===== src/include/dmas_pkg.sv =====
// Shared constants of the display memory access scheduler
package dmas_pkg;
    // Register byte offsets
    localparam logic [7:0] OFS_CTRL  = 8'h00;
    localparam logic [7:0] OFS_BMASK = 8'h04;
    localparam logic [7:0] OFS_FGPAT = 8'h08;
    localparam logic [7:0] OFS_BGPAT = 8'h0C;
    localparam logic [7:0] OFS_PPOS  = 8'h10;
    localparam logic [7:0] OFS_PIDX  = 8'h14;
    localparam logic [7:0] OFS_PROW  = 8'h18;
    localparam logic [7:0] OFS_STAT  = 8'h1C;
    localparam logic [7:0] OFS_PCOL  = 8'h20;
    // Control field positions
    localparam int CT_VRAM  = 0;
    localparam int CT_RES   = 1;
    localparam int CT_MEM16 = 3;
    localparam int CT_IO16  = 4;
    localparam int CT_FGBG  = 5;
    localparam int CT_SESS  = 6;
    localparam int CT_PTREN = 8;
    localparam int CT_W     = 9;
    // Resolution classes
    localparam logic [1:0] RES_STD  = 2'h0;
    localparam logic [1:0] RES_800  = 2'h1;
    localparam logic [1:0] RES_1024 = 2'h2;
    // Reset values
    localparam logic [8:0]  CTRL_RST  = 9'h000;
    localparam logic [11:0] BMASK_RST = 12'hFFF;
    localparam logic [31:0] PAT_RST   = 32'h0000_0000;
    localparam logic [7:0]  PCOL_RST  = 8'hFF;
    // Bus answers
    localparam logic [1:0] RESP_OK  = 2'h0;
    localparam logic [1:0] RESP_ERR = 2'h2;
    // Pointer size and pixel buffer depth
    localparam int PTR_N    = 32;
    localparam int PIX_W    = 8;
    localparam int PIX_DEPTH = 2;
    typedef enum logic [1:0] {W_IDLE, W_LO, W_HI} dmas_wst_t;
endpackage


===== src/logic/dmas_buf.sv =====
// Small FIFO with registered head, valid and ready on both sides
`timescale 1ns/10ps
module dmas_buf #(
    parameter int W = 8,
    parameter int D = 2
) (
    input  wire logic         clk_sys_i,
    input  wire logic         resetn_i,
    input  wire logic         in_valid_i,
    input  wire logic [W-1:0] in_data_i,
    output logic              in_ready_o,
    output logic              out_valid_o,
    output logic [W-1:0]      out_data_o,
    input  wire logic         out_ready_i
);
    localparam int AW = (D > 1) ? $clog2(D) : 1;
    localparam int CW = $clog2(D + 1);
    typedef struct packed {
        logic [D-1:0][W-1:0] mem;
        logic [AW-1:0]       wp;
        logic [AW-1:0]       rp;
        logic [CW-1:0]       cnt;
        logic                irdy;
        logic                ov;
        logic [W-1:0]        od;
    } dmas_buf_t;
    dmas_buf_t q;
    dmas_buf_t n;
    logic      push;
    logic      pop;

    always_comb begin
        n = q;
        push = in_valid_i && q.irdy;
        pop = q.ov && out_ready_i;
        if (push) begin
            n.mem[q.wp] = in_data_i;
            n.wp = (q.wp == AW'(D - 1)) ? '0 : q.wp + 1'b1;
        end
        if (pop) begin
            n.rp = (q.rp == AW'(D - 1)) ? '0 : q.rp + 1'b1;
        end
        n.cnt = q.cnt + CW'(push) - CW'(pop);
        n.irdy = (n.cnt != CW'(D));
        n.ov = (n.cnt != '0);
        n.od = n.mem[n.rp];
    end

    always_ff @(posedge clk_sys_i or negedge resetn_i) begin
        if (!resetn_i) begin
            q <= '0;
            q.irdy <= 1'b1;
        end else begin
            q <= n;
        end
    end

    assign in_ready_o = q.irdy;
    assign out_valid_o = q.ov;
    assign out_data_o = q.od;
endmodule


===== src/logic/dmas_top.sv =====
// Display memory scheduler, posted host writes, pointer overlay
//
// The implementer's own choices: the register offsets and the AXI4-Lite slave port.
`timescale 1ns/10ps
module dmas_top
    import dmas_pkg::*;
(
    input  wire logic         clk_sys_i,
    input  wire logic         resetn_i,
    input  wire logic [7:0]   s_axi_awaddr_i,
    input  wire logic         s_axi_awvalid_i,
    output logic              s_axi_awready_o,
    input  wire logic [31:0]  s_axi_wdata_i,
    input  wire logic [3:0]   s_axi_wstrb_i,
    input  wire logic         s_axi_wvalid_i,
    output logic              s_axi_wready_o,
    output logic [1:0]        s_axi_bresp_o,
    output logic              s_axi_bvalid_o,
    input  wire logic         s_axi_bready_i,
    input  wire logic [7:0]   s_axi_araddr_i,
    input  wire logic         s_axi_arvalid_i,
    output logic              s_axi_arready_o,
    output logic [31:0]       s_axi_rdata_o,
    output logic [1:0]        s_axi_rresp_o,
    output logic              s_axi_rvalid_o,
    input  wire logic         s_axi_rready_i,
    input  wire logic         disp_active_i,
    input  wire logic         cclk_tick_i,
    input  wire logic         refresh_req_i,
    input  wire logic         line_start_i,
    input  wire logic         reload_i,
    input  wire logic         host_wr_i,
    input  wire logic         host_word_i,
    input  wire logic [15:0]  host_addr_i,
    input  wire logic [15:0]  host_data_i,
    output logic              host_wait_o,
    output logic              host_mem16_o,
    output logic              host_io16_o,
    output logic              mem_we_o,
    output logic [17:0]       mem_addr_o,
    output logic [31:0]       mem_data_o,
    output logic [3:0]        mem_plane_o,
    output logic [7:0]        mem_bitmask_o,
    output logic              row_xfer_o,
    output logic              sclk_o,
    input  wire logic         pix_valid_i,
    input  wire logic [dmas_pkg::PIX_W-1:0] pix_data_i,
    input  wire logic [10:0]  pix_x_i,
    input  wire logic [10:0]  pix_y_i,
    output logic              pix_ready_o,
    output logic              pix_valid_o,
    output logic [dmas_pkg::PIX_W-1:0] pix_o,
    input  wire logic         pix_ready_i
);
    import dmas_pkg::*;

    typedef struct packed {
        logic                          awrdy;
        logic                          aw_ok;
        logic [7:0]                    awa;
        logic                          wrdy;
        logic                          w_ok;
        logic [31:0]                   wd;
        logic [3:0]                    ws;
        logic                          bv;
        logic [1:0]                    br;
        logic                          arrdy;
        logic                          rv;
        logic [31:0]                   rd;
        logic [1:0]                    rr;
        logic [CT_W-1:0]               ctrl;
        logic [11:0]                   bmask;
        logic [31:0]                   fg;
        logic [31:0]                   bg;
        logic [31:0]                   ppos;
        logic [4:0]                    pidx;
        logic [7:0]                    pcol;
        logic [PTR_N-1:0][PTR_N-1:0]   prow;
        logic [1:0]                    cc;
        logic                          rx_pend;
        dmas_wst_t                     wst;
        logic [15:0]                   wa;
        logic [15:0]                   wdat;
        logic                          hwait;
        logic                          we;
        logic [17:0]                   ma;
        logic [31:0]                   md;
        logic [3:0]                    mp;
        logic [7:0]                    mbm;
        logic                          rx;
        logic                          sclk;
    } dmas_st_t;

    dmas_st_t         q;
    dmas_st_t         n;
    logic             vram;
    logic [1:0]       res;
    logic [1:0]       rmask;
    logic             slot;
    logic             host_go;
    logic [7:0]       wbyte;
    logic [10:0]      dx;
    logic [10:0]      dy;
    logic             hit;
    logic [PIX_W-1:0] pix_mix;
    logic [31:0]      rsel;
    logic             rhit;

    function automatic logic [31:0] merge(input logic [31:0] o,
                                          input logic [31:0] d,
                                          input logic [3:0]  s);
        logic [31:0] r;
        r = o;
        for (int i = 0; i < 4; i++) begin
            if (s[i]) begin
                r[i*8 +: 8] = d[i*8 +: 8];
            end
        end
        return r;
    endfunction

    assign vram = q.ctrl[CT_VRAM];
    assign res = q.ctrl[CT_RES +: 2];

    // Slot spacing per memory type and resolution
    always_comb begin
        if (!vram) begin
            rmask = (res == RES_800) ? 2'h3 : 2'h1;
        end else if (res == RES_STD) begin
            rmask = 2'h0;
        end else if (res == RES_800) begin
            rmask = 2'h1;
        end else begin
            rmask = 2'h3;
        end
    end

    // Active display: tick-paced slots; otherwise any non-refresh cycle
    assign slot = disp_active_i ? (cclk_tick_i && ((q.cc & rmask) == 2'h0))
                                : !refresh_req_i;
    assign host_go = slot && !q.rx_pend && (q.wst != W_IDLE);
    assign wbyte = (q.wst == W_HI) ? q.wdat[15:8] : q.wdat[7:0];

    // Pointer hit test
    assign dx = pix_x_i - q.ppos[10:0];
    assign dy = pix_y_i - q.ppos[26:16];
    assign hit = q.ctrl[CT_PTREN] && (dx < 11'h020) && (dy < 11'h020)
                 && q.prow[dy[4:0]][dx[4:0]];
    assign pix_mix = hit ? q.pcol : pix_data_i;

    // Read decode
    always_comb begin
        rhit = 1'b1;
        rsel = 32'h0000_0000;
        if (s_axi_araddr_i == OFS_CTRL) begin
            rsel = 32'(q.ctrl);
        end else if (s_axi_araddr_i == OFS_BMASK) begin
            rsel = 32'(q.bmask);
        end else if (s_axi_araddr_i == OFS_FGPAT) begin
            rsel = q.fg;
        end else if (s_axi_araddr_i == OFS_BGPAT) begin
            rsel = q.bg;
        end else if (s_axi_araddr_i == OFS_PPOS) begin
            rsel = q.ppos;
        end else if (s_axi_araddr_i == OFS_PIDX) begin
            rsel = 32'(q.pidx);
        end else if (s_axi_araddr_i == OFS_PROW) begin
            rsel = q.prow[q.pidx];
        end else if (s_axi_araddr_i == OFS_STAT) begin
            rsel = {27'h0, q.cc, q.rx_pend, q.hwait, vram};
        end else if (s_axi_araddr_i == OFS_PCOL) begin
            rsel = 32'(q.pcol);
        end else begin
            rhit = 1'b0;
        end
    end

    always_comb begin
        n = q;
        n.we = 1'b0;
        n.rx = 1'b0;
        n.sclk = 1'b0;
        // Write address and data taken in either order
        if (s_axi_awvalid_i && q.awrdy) begin
            n.aw_ok = 1'b1;
            n.awa = s_axi_awaddr_i;
        end
        if (s_axi_wvalid_i && q.wrdy) begin
            n.w_ok = 1'b1;
            n.wd = s_axi_wdata_i;
            n.ws = s_axi_wstrb_i;
        end
        if (q.aw_ok && q.w_ok && !q.bv) begin
            n.aw_ok = 1'b0;
            n.w_ok = 1'b0;
            n.bv = 1'b1;
            n.br = RESP_OK;
            if (q.awa == OFS_CTRL) begin
                n.ctrl = CT_W'(merge(32'(q.ctrl), q.wd, q.ws));
            end else if (q.awa == OFS_BMASK) begin
                n.bmask = 12'(merge(32'(q.bmask), q.wd, q.ws));
            end else if (q.awa == OFS_FGPAT) begin
                n.fg = merge(q.fg, q.wd, q.ws);
            end else if (q.awa == OFS_BGPAT) begin
                n.bg = merge(q.bg, q.wd, q.ws);
            end else if (q.awa == OFS_PPOS) begin
                n.ppos = merge(q.ppos, q.wd, q.ws);
            end else if (q.awa == OFS_PIDX) begin
                n.pidx = 5'(merge(32'(q.pidx), q.wd, q.ws));
            end else if (q.awa == OFS_PROW) begin
                n.prow[q.pidx] = merge(q.prow[q.pidx], q.wd, q.ws);
            end else if (q.awa == OFS_PCOL) begin
                n.pcol = 8'(merge(32'(q.pcol), q.wd, q.ws));
            end else if (q.awa != OFS_STAT) begin
                n.br = RESP_ERR;
            end
        end
        if (q.bv && s_axi_bready_i) begin
            n.bv = 1'b0;
        end
        n.awrdy = !n.aw_ok;
        n.wrdy = !n.w_ok;
        // Read channel
        if (s_axi_arvalid_i && q.arrdy) begin
            n.rv = 1'b1;
            n.rd = rsel;
            n.rr = rhit ? RESP_OK : RESP_ERR;
        end else if (q.rv && s_axi_rready_i) begin
            n.rv = 1'b0;
        end
        n.arrdy = !n.rv;

        // Character clock phase during active display
        if (!disp_active_i) begin
            n.cc = 2'h0;
        end else if (cclk_tick_i) begin
            n.cc = q.cc + 2'h1;
            n.sclk = vram;
        end
        // Row transfer owed at line start and mid-line reload, in VRAM mode only
        if (vram && (line_start_i || reload_i)) begin
            n.rx_pend = 1'b1;
        end else if (slot && q.rx_pend) begin
            n.rx_pend = 1'b0;
            n.rx = 1'b1;
        end

        // Posted host write path
        case (q.wst)
            W_IDLE: begin
                if (host_wr_i) begin
                    n.wa = host_addr_i;
                    n.wdat = host_data_i;
                    n.wst = W_LO;
                end
            end
            W_LO: begin
                if (host_go) begin
                    n.wst = (host_word_i && q.ctrl[CT_MEM16])
                            ? W_HI : W_IDLE;
                end
            end
            W_HI: begin
                if (host_go) begin
                    n.wst = W_IDLE;
                end
            end
            default: begin
                n.wst = W_IDLE;
            end
        endcase
        if (host_go) begin
            n.we = 1'b1;
            n.ma = {q.ctrl[CT_SESS +: 2],
                    q.wa + {15'h0000, q.wst == W_HI}};
            n.mp = q.bmask[11:8];
            n.mbm = vram ? q.bmask[7:0] : 8'hFF;
            for (int p = 0; p < 4; p++) begin
                if (q.ctrl[CT_FGBG]) begin
                    n.md[p*8 +: 8] = (wbyte & q.fg[p*8 +: 8])
                                   | (~wbyte & q.bg[p*8 +: 8]);
                end else begin
                    n.md[p*8 +: 8] = wbyte;
                end
            end
        end
        n.hwait = (n.wst != W_IDLE);
    end

    always_ff @(posedge clk_sys_i or negedge resetn_i) begin
        if (!resetn_i) begin
            q <= '0;
            q.awrdy <= 1'b1;
            q.wrdy <= 1'b1;
            q.arrdy <= 1'b1;
            q.ctrl <= CTRL_RST;
            q.bmask <= BMASK_RST;
            q.fg <= PAT_RST;
            q.bg <= PAT_RST;
            q.pcol <= PCOL_RST;
            q.wst <= W_IDLE;
        end else begin
            q <= n;
        end
    end

    dmas_buf #(
        .W (PIX_W),
        .D (PIX_DEPTH)
    ) u_pix_buf (
        .clk_sys_i   (clk_sys_i),
        .resetn_i    (resetn_i),
        .in_valid_i  (pix_valid_i),
        .in_data_i   (pix_mix),
        .in_ready_o  (pix_ready_o),
        .out_valid_o (pix_valid_o),
        .out_data_o  (pix_o),
        .out_ready_i (pix_ready_i)
    );

    assign s_axi_awready_o = q.awrdy;
    assign s_axi_wready_o = q.wrdy;
    assign s_axi_bvalid_o = q.bv;
    assign s_axi_bresp_o = q.br;
    assign s_axi_arready_o = q.arrdy;
    assign s_axi_rvalid_o = q.rv;
    assign s_axi_rdata_o = q.rd;
    assign s_axi_rresp_o = q.rr;
    assign host_wait_o = q.hwait;
    assign host_mem16_o = q.ctrl[CT_MEM16];
    assign host_io16_o = q.ctrl[CT_IO16];
    assign mem_we_o = q.we;
    assign mem_addr_o = q.ma;
    assign mem_data_o = q.md;
    assign mem_plane_o = q.mp;
    assign mem_bitmask_o = q.mbm;
    assign row_xfer_o = q.rx;
    assign sclk_o = q.sclk;
endmodule


===== config.mk =====
export PLATFORM = sky130hd
export DESIGN_NAME = dmas_top
export DESIGN_NICKNAME = d
export VERILOG_FILES = /design/src/include/dmas_pkg.sv /design/src/logic/dmas_buf.sv /design/src/logic/dmas_top.sv
export SDC_FILE = /design/constraint.sdc
export NUM_CORES = 2
export LEC_CHECK = 0
export BUFFER_PORTS_ARGS = -buffer_cell sky130_fd_sc_hd__buf_4
export CORE_MARGIN = 2
export CORE_UTILIZATION = 65
export CTS_CLUSTER_DIAMETER = 50
export CTS_CLUSTER_SIZE = 40
export DETAILED_ROUTE_END_ITERATION = 10
export HOLD_SLACK_MARGIN = 0.1
export PLACE_DENSITY_LB_ADDON = 0.05
export REMOVE_ABC_BUFFERS = 1
export SLEW_MARGIN = 10
export SYNTH_ARGS = -nofsm -noshare
export SYNTH_HDL_FRONTEND = slang
export SYNTH_SLANG_ARGS = --single-unit
export TNS_END_PERCENT = 30

===== constraint.sdc =====
create_clock -name clk_sys_i -period 6.45 [get_ports clk_sys_i]
set_input_delay 0.3225 -clock clk_sys_i [delete_from_list [all_inputs] [get_ports clk_sys_i]]
set_output_delay 0.3225 -clock clk_sys_i [all_outputs]
set_load 0.01 [all_outputs]

# == After elaboration in Yosys (flattened, before gate mapping) ==
# Index checks and enable logic that the tools add are counted.
# op_classes
shift,0
n_mul,0
div,0
magnitude_cmp,9
reduce_logical,57
bitwise_logic,21
eq_ne,21
muxes,116
addsub,8
# ops
operator,count
$bwmux 1024,1
$mux 8,48
$bmux 32 s5,2
$mux 32,10
$demux 32 s5,1
$and 8x8->8,8
$mux 63,1
$eq 8x5->1 const B,7
$mux 2,19
$mux 37,1
$mux 34,1
$eq 8x4->1 const B,4
$or 8x8->8,4
$reduce_and 7->1,4
$mux 1,25
$reduce_and 6->1,4
$lt 11x6->1 const B,2
$sub 11x11->11,2
$logic_and 1x1->1,20
$reduce_and 5->1,4
$lt 5x6->1 const B,3
$mux 17,1
$add 16x1->16,1
$bwmux 16,1
32 further kinds,58
# totals
ramBits,0
reg_bits,1374
rom_bits,0
in_bits,130
wordCells,316
latch_bits,0
n_memories,0
output_inout_bits,119

# == Logic depth before layout (Yosys ltp) ==
# logic_depth
depth_word,13
ltp_mapped,21
depth_no_buf,14

# == Hierarchy ==
# Synthesis repeated with hierarchy kept, for this count alone.
# hier_totals
cells_unflattened,6232
area_unflattened_um2,69222.6
# by_module_without_submodules
module,area_each_um2,cells_each,seq_area_each_um2,instances
dmas_top,67721.2,6113,33611.0,1
dmas_buf,1501.4,119,752.0,1

# == Worst setup path before layout ==
# No wires, ideal clock.
# synth_path
path_type,input to register
start,input pix_y_i[0]
end,register u_pix_buf.q[25] in the netlist's numbering
stages,16
required_time_ns,6.368
arrival_time_ns,3.962
setup_time_ns,0.082
n_path_buf,3
setup_slack_ns,2.406
path_cell_list,inv_1 -> ha_1 -> inv_1 -> fa_1 -> xor2_2 -> buf_2 -> mux4_2 -> mux4_2 -> mux2i_1 -> nor3_1 -> or4_4 -> or2_1 -> clkbuf_2 -> buf_2 -> a31o_1 -> a31oi_1
# synth_lines
element,line,rtl
start: declaration,dmas_top.sv:49,"input wire logic [10:0] pix_y_i,"
end signal: assignment,dmas_buf.sv:54,q <= n;
end: declaration,dmas_buf.sv:27,dmas_buf_t q;

==> results by stage <==
GRT:
- The number of antenna violations at the first check in global routing is 15.
- The via count of the first global-routing pass is about 55000.
- The first global-routing pass estimated approximately 380000 um of wire.
- Global routing used between 40 and 50% of the available tracks across all layers.
- The final global-route overflow total is 0.
- The pin count of the biggest net entering global routing is between 150 and 200.

Logic synthesis:
- For this run, asynchronously set or reset flops after synthesis account for 100%.
- The most frequent cell after synthesis is sky130_fd_sc_hd__nand2_1.
- The share of the yosys chip area belonging to registers is a little under half.
- The predominant post-synthesis flop cell is sky130_fd_sc_hd__dfrtp_1.
- The number of warning messages in the yosys log is 0.
- The synthesized design contains 0 enable-type register cells.
- The synthesized area per cell is between 10 and 15 sq um.
- After technology mapping, the gate count stands at between 6000 and 7000.
- The post-synthesis cell area is between 70000 and 80000 sq um.
- The largest total area in the synthesized netlist belongs to sky130_fd_sc_hd__dfrtp_1.
- Sorting the synthesized cells by area gives the leading types as sky130_fd_sc_hd__dfrtp_1, sky130_fd_sc_hd__mux4_2, sky130_fd_sc_hd__mux2_2, sky130_fd_sc_hd__nand2_1, sky130_fd_sc_hd__clkbuf_1.
- The count of distinct cell types in the synthesized netlist is between 80 and 90.
- The fraction of synthesized cell area taken by the top area cell type is a little under half.
- The total of flip-flops plus latches after synthesis is around 1400.
- The commonest cells after synthesis are sky130_fd_sc_hd__nand2_1, sky130_fd_sc_hd__dfrtp_1, sky130_fd_sc_hd__mux2_2, sky130_fd_sc_hd__mux4_2, sky130_fd_sc_hd__clkbuf_1.

Power and ir drop:
- Summed over all nets, the switching power comes to 8.76 mW.
- Per report_power, the clock group accounts for 35.4% of the total.
- The maximum resistive drop on vdd is ~0.00029 V.
- The combinational power share is about a quarter.
- The total power per unit cell area is about 310 nW/um^2.
- For this design the static power due to leakage is between 30 and 40 nW.
- Registers are responsible for 40.5% of the overall power.
- The internal cell power is between 15 and 20 mW.
- The switching portion of total power is between 30% and 40%.

Timing:
- The setup clock skew after layout is roughly 26 ps.
- Derived from the worst setup path, the maximum achievable clock frequency is roughly 180 MHz.
- Counting I/O delays and the setup requirement, the final critical path takes 5610 ps.
- Setup repair after global routing left no endpoint under its margin.
- In this run the tightest slew margin relative to its limit is between 10% and 20%.
- The total count of hold-check failures in the final report came to 0.
- The setup total negative slack is 0 ps.
- The max-slew violation count is 0.
- The worst path uses a little under 90% of the clock period.
- Setup violations remaining at the end of the flow were counted as 0.
- The slew at the pin closest to its max-slew limit is approximately 1200 ps.
- The worst-case hold slack is between 150 and 200 ps.
- The slack of the critical path is roughly 840 ps.

Worst setup path:
- The destination of the worst register-to-register timing path is u_pix_buf.q[22]$_DFF_PN0_.
- At the worst endpoint, the required time is around 7000 ps.
- The setup slack on the worst flop-to-flop path is about 840 ps.
- In this design, the stage delay of the slowest critical-path cell is 730 ps.
- The most numerous cell on the critical path is sky130_fd_sc_hd__buf_4.
- Walking the worst path, the cells encountered are ha_4 -> inv_1 -> fa_4 -> xor2_4 -> buf_4 -> buf_4 -> nand2_1 -> a32oi_1 -> nand4_1 -> a32oi_1 -> a31o_2 -> nor4b_2 -> a211oi_2 -> buf_4 -> nand4_1 -> a31oi_1.
- Data on the critical path arrives at its endpoint at 6290 ps.
- The critical path is of the flop to flop type.
- The peak fanout along the critical path is 34.
- The startpoint identified for the worst register-to-register timing path is q[1156]$_DFFE_PN0P_.
- For this design, the slowest cell found on the critical path is sky130_fd_sc_hd__xor2_4.
- The startpoint kind of the worst setup timing path is a flop.
- Measured in cells, the most critical reg-to-reg path has a length of 16.
- STA classifies the critical path endpoint as a flop.
- The number of buffers and inverters on the critical path is 4.
- The critical path's top delay family is compound AO/OA/AOI/OAI gates.

Floorplan:
- Pin placement for this block handled around 250 I/O pins.
- In this run the vertical extent of the chip is roughly 340 um.
- In this run the standard cell core region covers between 100000 and 150000 sq um.
- The floorplan step defined a die boundary enclosing 113000 sq um.
- The die extent in x is 336 um.
- The initial utilization of the core area, before any placement, comes to between 60% and 70%.
- The row count is between 100 and 150.

Route:
- The number of iterations in the first detailed-routing pass is 7.
- For this run, design rule violations remaining after detail routing come to 0.
- The final antenna-violating net count is 0.
- The routed wire length is between 200000 and 300000 um.
- After detailed routing, the number of vias per cell comes to slightly above 7.
- The violation count after the first detailed-route iteration is roughly 9500.
- The routed layout has 57200 vias.
- After detailed routing, the average wire length per cell comes to approximately 33 um.

Clock network:
- For the worst-skew pair, the clock arrives at the later sink with an insertion delay of about 790 ps.
- Counting along the longest clock path gives a buffer depth of 3.
- TritonCTS built the clock tree.
- The root buffer selected by CTS is sky130_fd_sc_hd__clkbuf_16.
- CTS saw between 1000 and 1500 sinks.
- The H-tree was split into 4 levels.
- Once the clock tree was built, the resizer swapped 0 gates to a different size.
- The clock buffer count from CTS is ~140.
- Clock-pin slew was measured on the worst setup and hold paths at 70 ps.

Placement:
- At the end of routability-driven placement, the weighted congestion stood at ~0.96.
- Once detailed placement completed, the half-perimeter wirelength came to ~160000 um.
- The minimum setup slack after placement is approximately 930 ps.
- The count of buffers added on input and output ports is about 250.

Final layout:
- The growth of design area from synthesis to finish is 11.7%.
- Of the cells placed in the final design, the portion with a size suffix greater than 1 is 30.2%.
- At the end of the flow, the number of nets in the layout was between 6000 and 7000.

Flow run:
- The max capacitance violation total is 0.

Status:
- The flow ran to the end, and the final reports show no timing, DRC or antenna violations.

Min path:
- The worst hold path belongs to the class input port to asynchronous set/reset pin.
worst max path at each step:
stage | slack (ps) | depth (start not counted) | start | end
6_report | 840 | 16 | q[1156]$_DFFE_PN0P_ | u_pix_buf.q[22]$_DFF_PN0_
5_1_grt | 830 | 16 | q[1156]$_DFFE_PN0P_ | u_pix_buf.q[25]$_DFF_PN0_
4_1_cts | 1090 | 13 | q[1156]$_DFFE_PN0P_ | u_pix_buf.q[22]$_DFF_PN0_
3_5_place_dp | 930 | 15 | pix_y_i[0] | u_pix_buf.q[25]$_DFF_PN0_
3_3_place_gp | 1030 | 15 | pix_y_i[0] | u_pix_buf.q[24]$_DFF_PN0_
2_1_floorplan | -7720 | 13 | pix_y_i[0] | u_pix_buf.q[22]$_DFF_PN0_
cell usage in the layout, fill, tap and decap left out, drive strengths merged, types with 9 or more instances in the layout:
cell type	count
nand2	1955
dfrtp	1348
mux2	726
mux4	487
buf	393
o21ai	250
clkbuf	163
a22oi	130
nand3	129
dlygate4sd3	103
inv	98
nor2	86
nand4	66
mux2i	59
a21oi	43
a31oi	42
clkinv	30
a222oi	27
nor3	27
dfstp	24
ha	24
nand2b	23
and3	20
o22ai	19
clkinvlp	18
xor2	18
and2	17
a2111oi	13
bufinv	12
xnor2	12
a211oi	11
a31o	10
or3	9
metal layers:
layer	track usage, %	vias to the layer above	routed length [um]
met5	1.15	-	257
met4	29.7	12	20800
met3	19.3	1286	40500
met2	66.4	4890	111000
met1	60.1	28500	89300
li1	-	22600	-
power by group through the flow:
stage / Clock [mW] / Sequential [mW] / Combinational, mW
final: 8.80 / 10.1 / 5.98
after global routing: 9.16 / 10.1 / 6.22
after CTS: 8.80 / 10.0 / 5.76
after detailed placement: 0 / 10.2 / 5.69
after global placement: 0 / 10.1 / 5.62
after floorplan: 0 / 10.0 / 3.20
state kept, by name, indices dropped and copies added (netlist names), 4 cells and up:
register,count
q,1235
mem_plane_o,4
mem_data_o,32
mem_addr_o,18
s_axi_rdata_o,32
u_pix_buf.out_data_o,8
u_pix_buf.q,20
mem_bitmask_o,8
cell type report:
| cell class | instances | area (sq um) |
|---|---|---|
| diodes | 8 | 20.0 |
| flip-flops and latches | 1372 | 34400 |
| inverters | 61 | 229 |
| repair buffers | 496 | 4240 |
| multi-input cells | 4324 | 34500 |
| clock inverters | 97 | 1120 |
| well taps | 1476 | 1850 |
| clock buffers | 163 | 3840 |
| fillers | 7329 | 29000 |
stage by stage:
| step | utilization [%] | power, mW | area [sq um] | cells |
|---|---|---|---|---|
| after global placement | 67.9 | 15.8 | 74100 | 7626 |
| after CTS | 73.4 | 24.6 | 80100 | 7989 |
| final | 73.4 | 24.8 | 80200 | 7997 |
| after floorplan | - | 13.2 | 68700 | 5757 |
| after detailed placement | 67.9 | 15.9 | 74100 | 7626 |
| after global routing | 73.4 | 25.5 | 80100 | 7989 |
logic make-up (layout without fill, tap and decap cells):
family          count (synthesis)  count (layout)  synth area share (%)
compound gates                624             624                  5.70
xor+xnor                       30              30                 0.377
fa+ha+maj                      26              26                 0.474
buf+inv                       685             817                  4.66
flops                        1372            1372                  47.9
mux                          1272            1272                  27.6
other cells                     1              10               0.00523
simple gates                 2370            2370                  13.3
repair_timing:
action,CTS,global route
setup endpoints to repair,0,0
hold buffers,103,0
endpoints found under the hold margin,234,0
setup buffers,0,0
(Power assumes the default switching activity.)
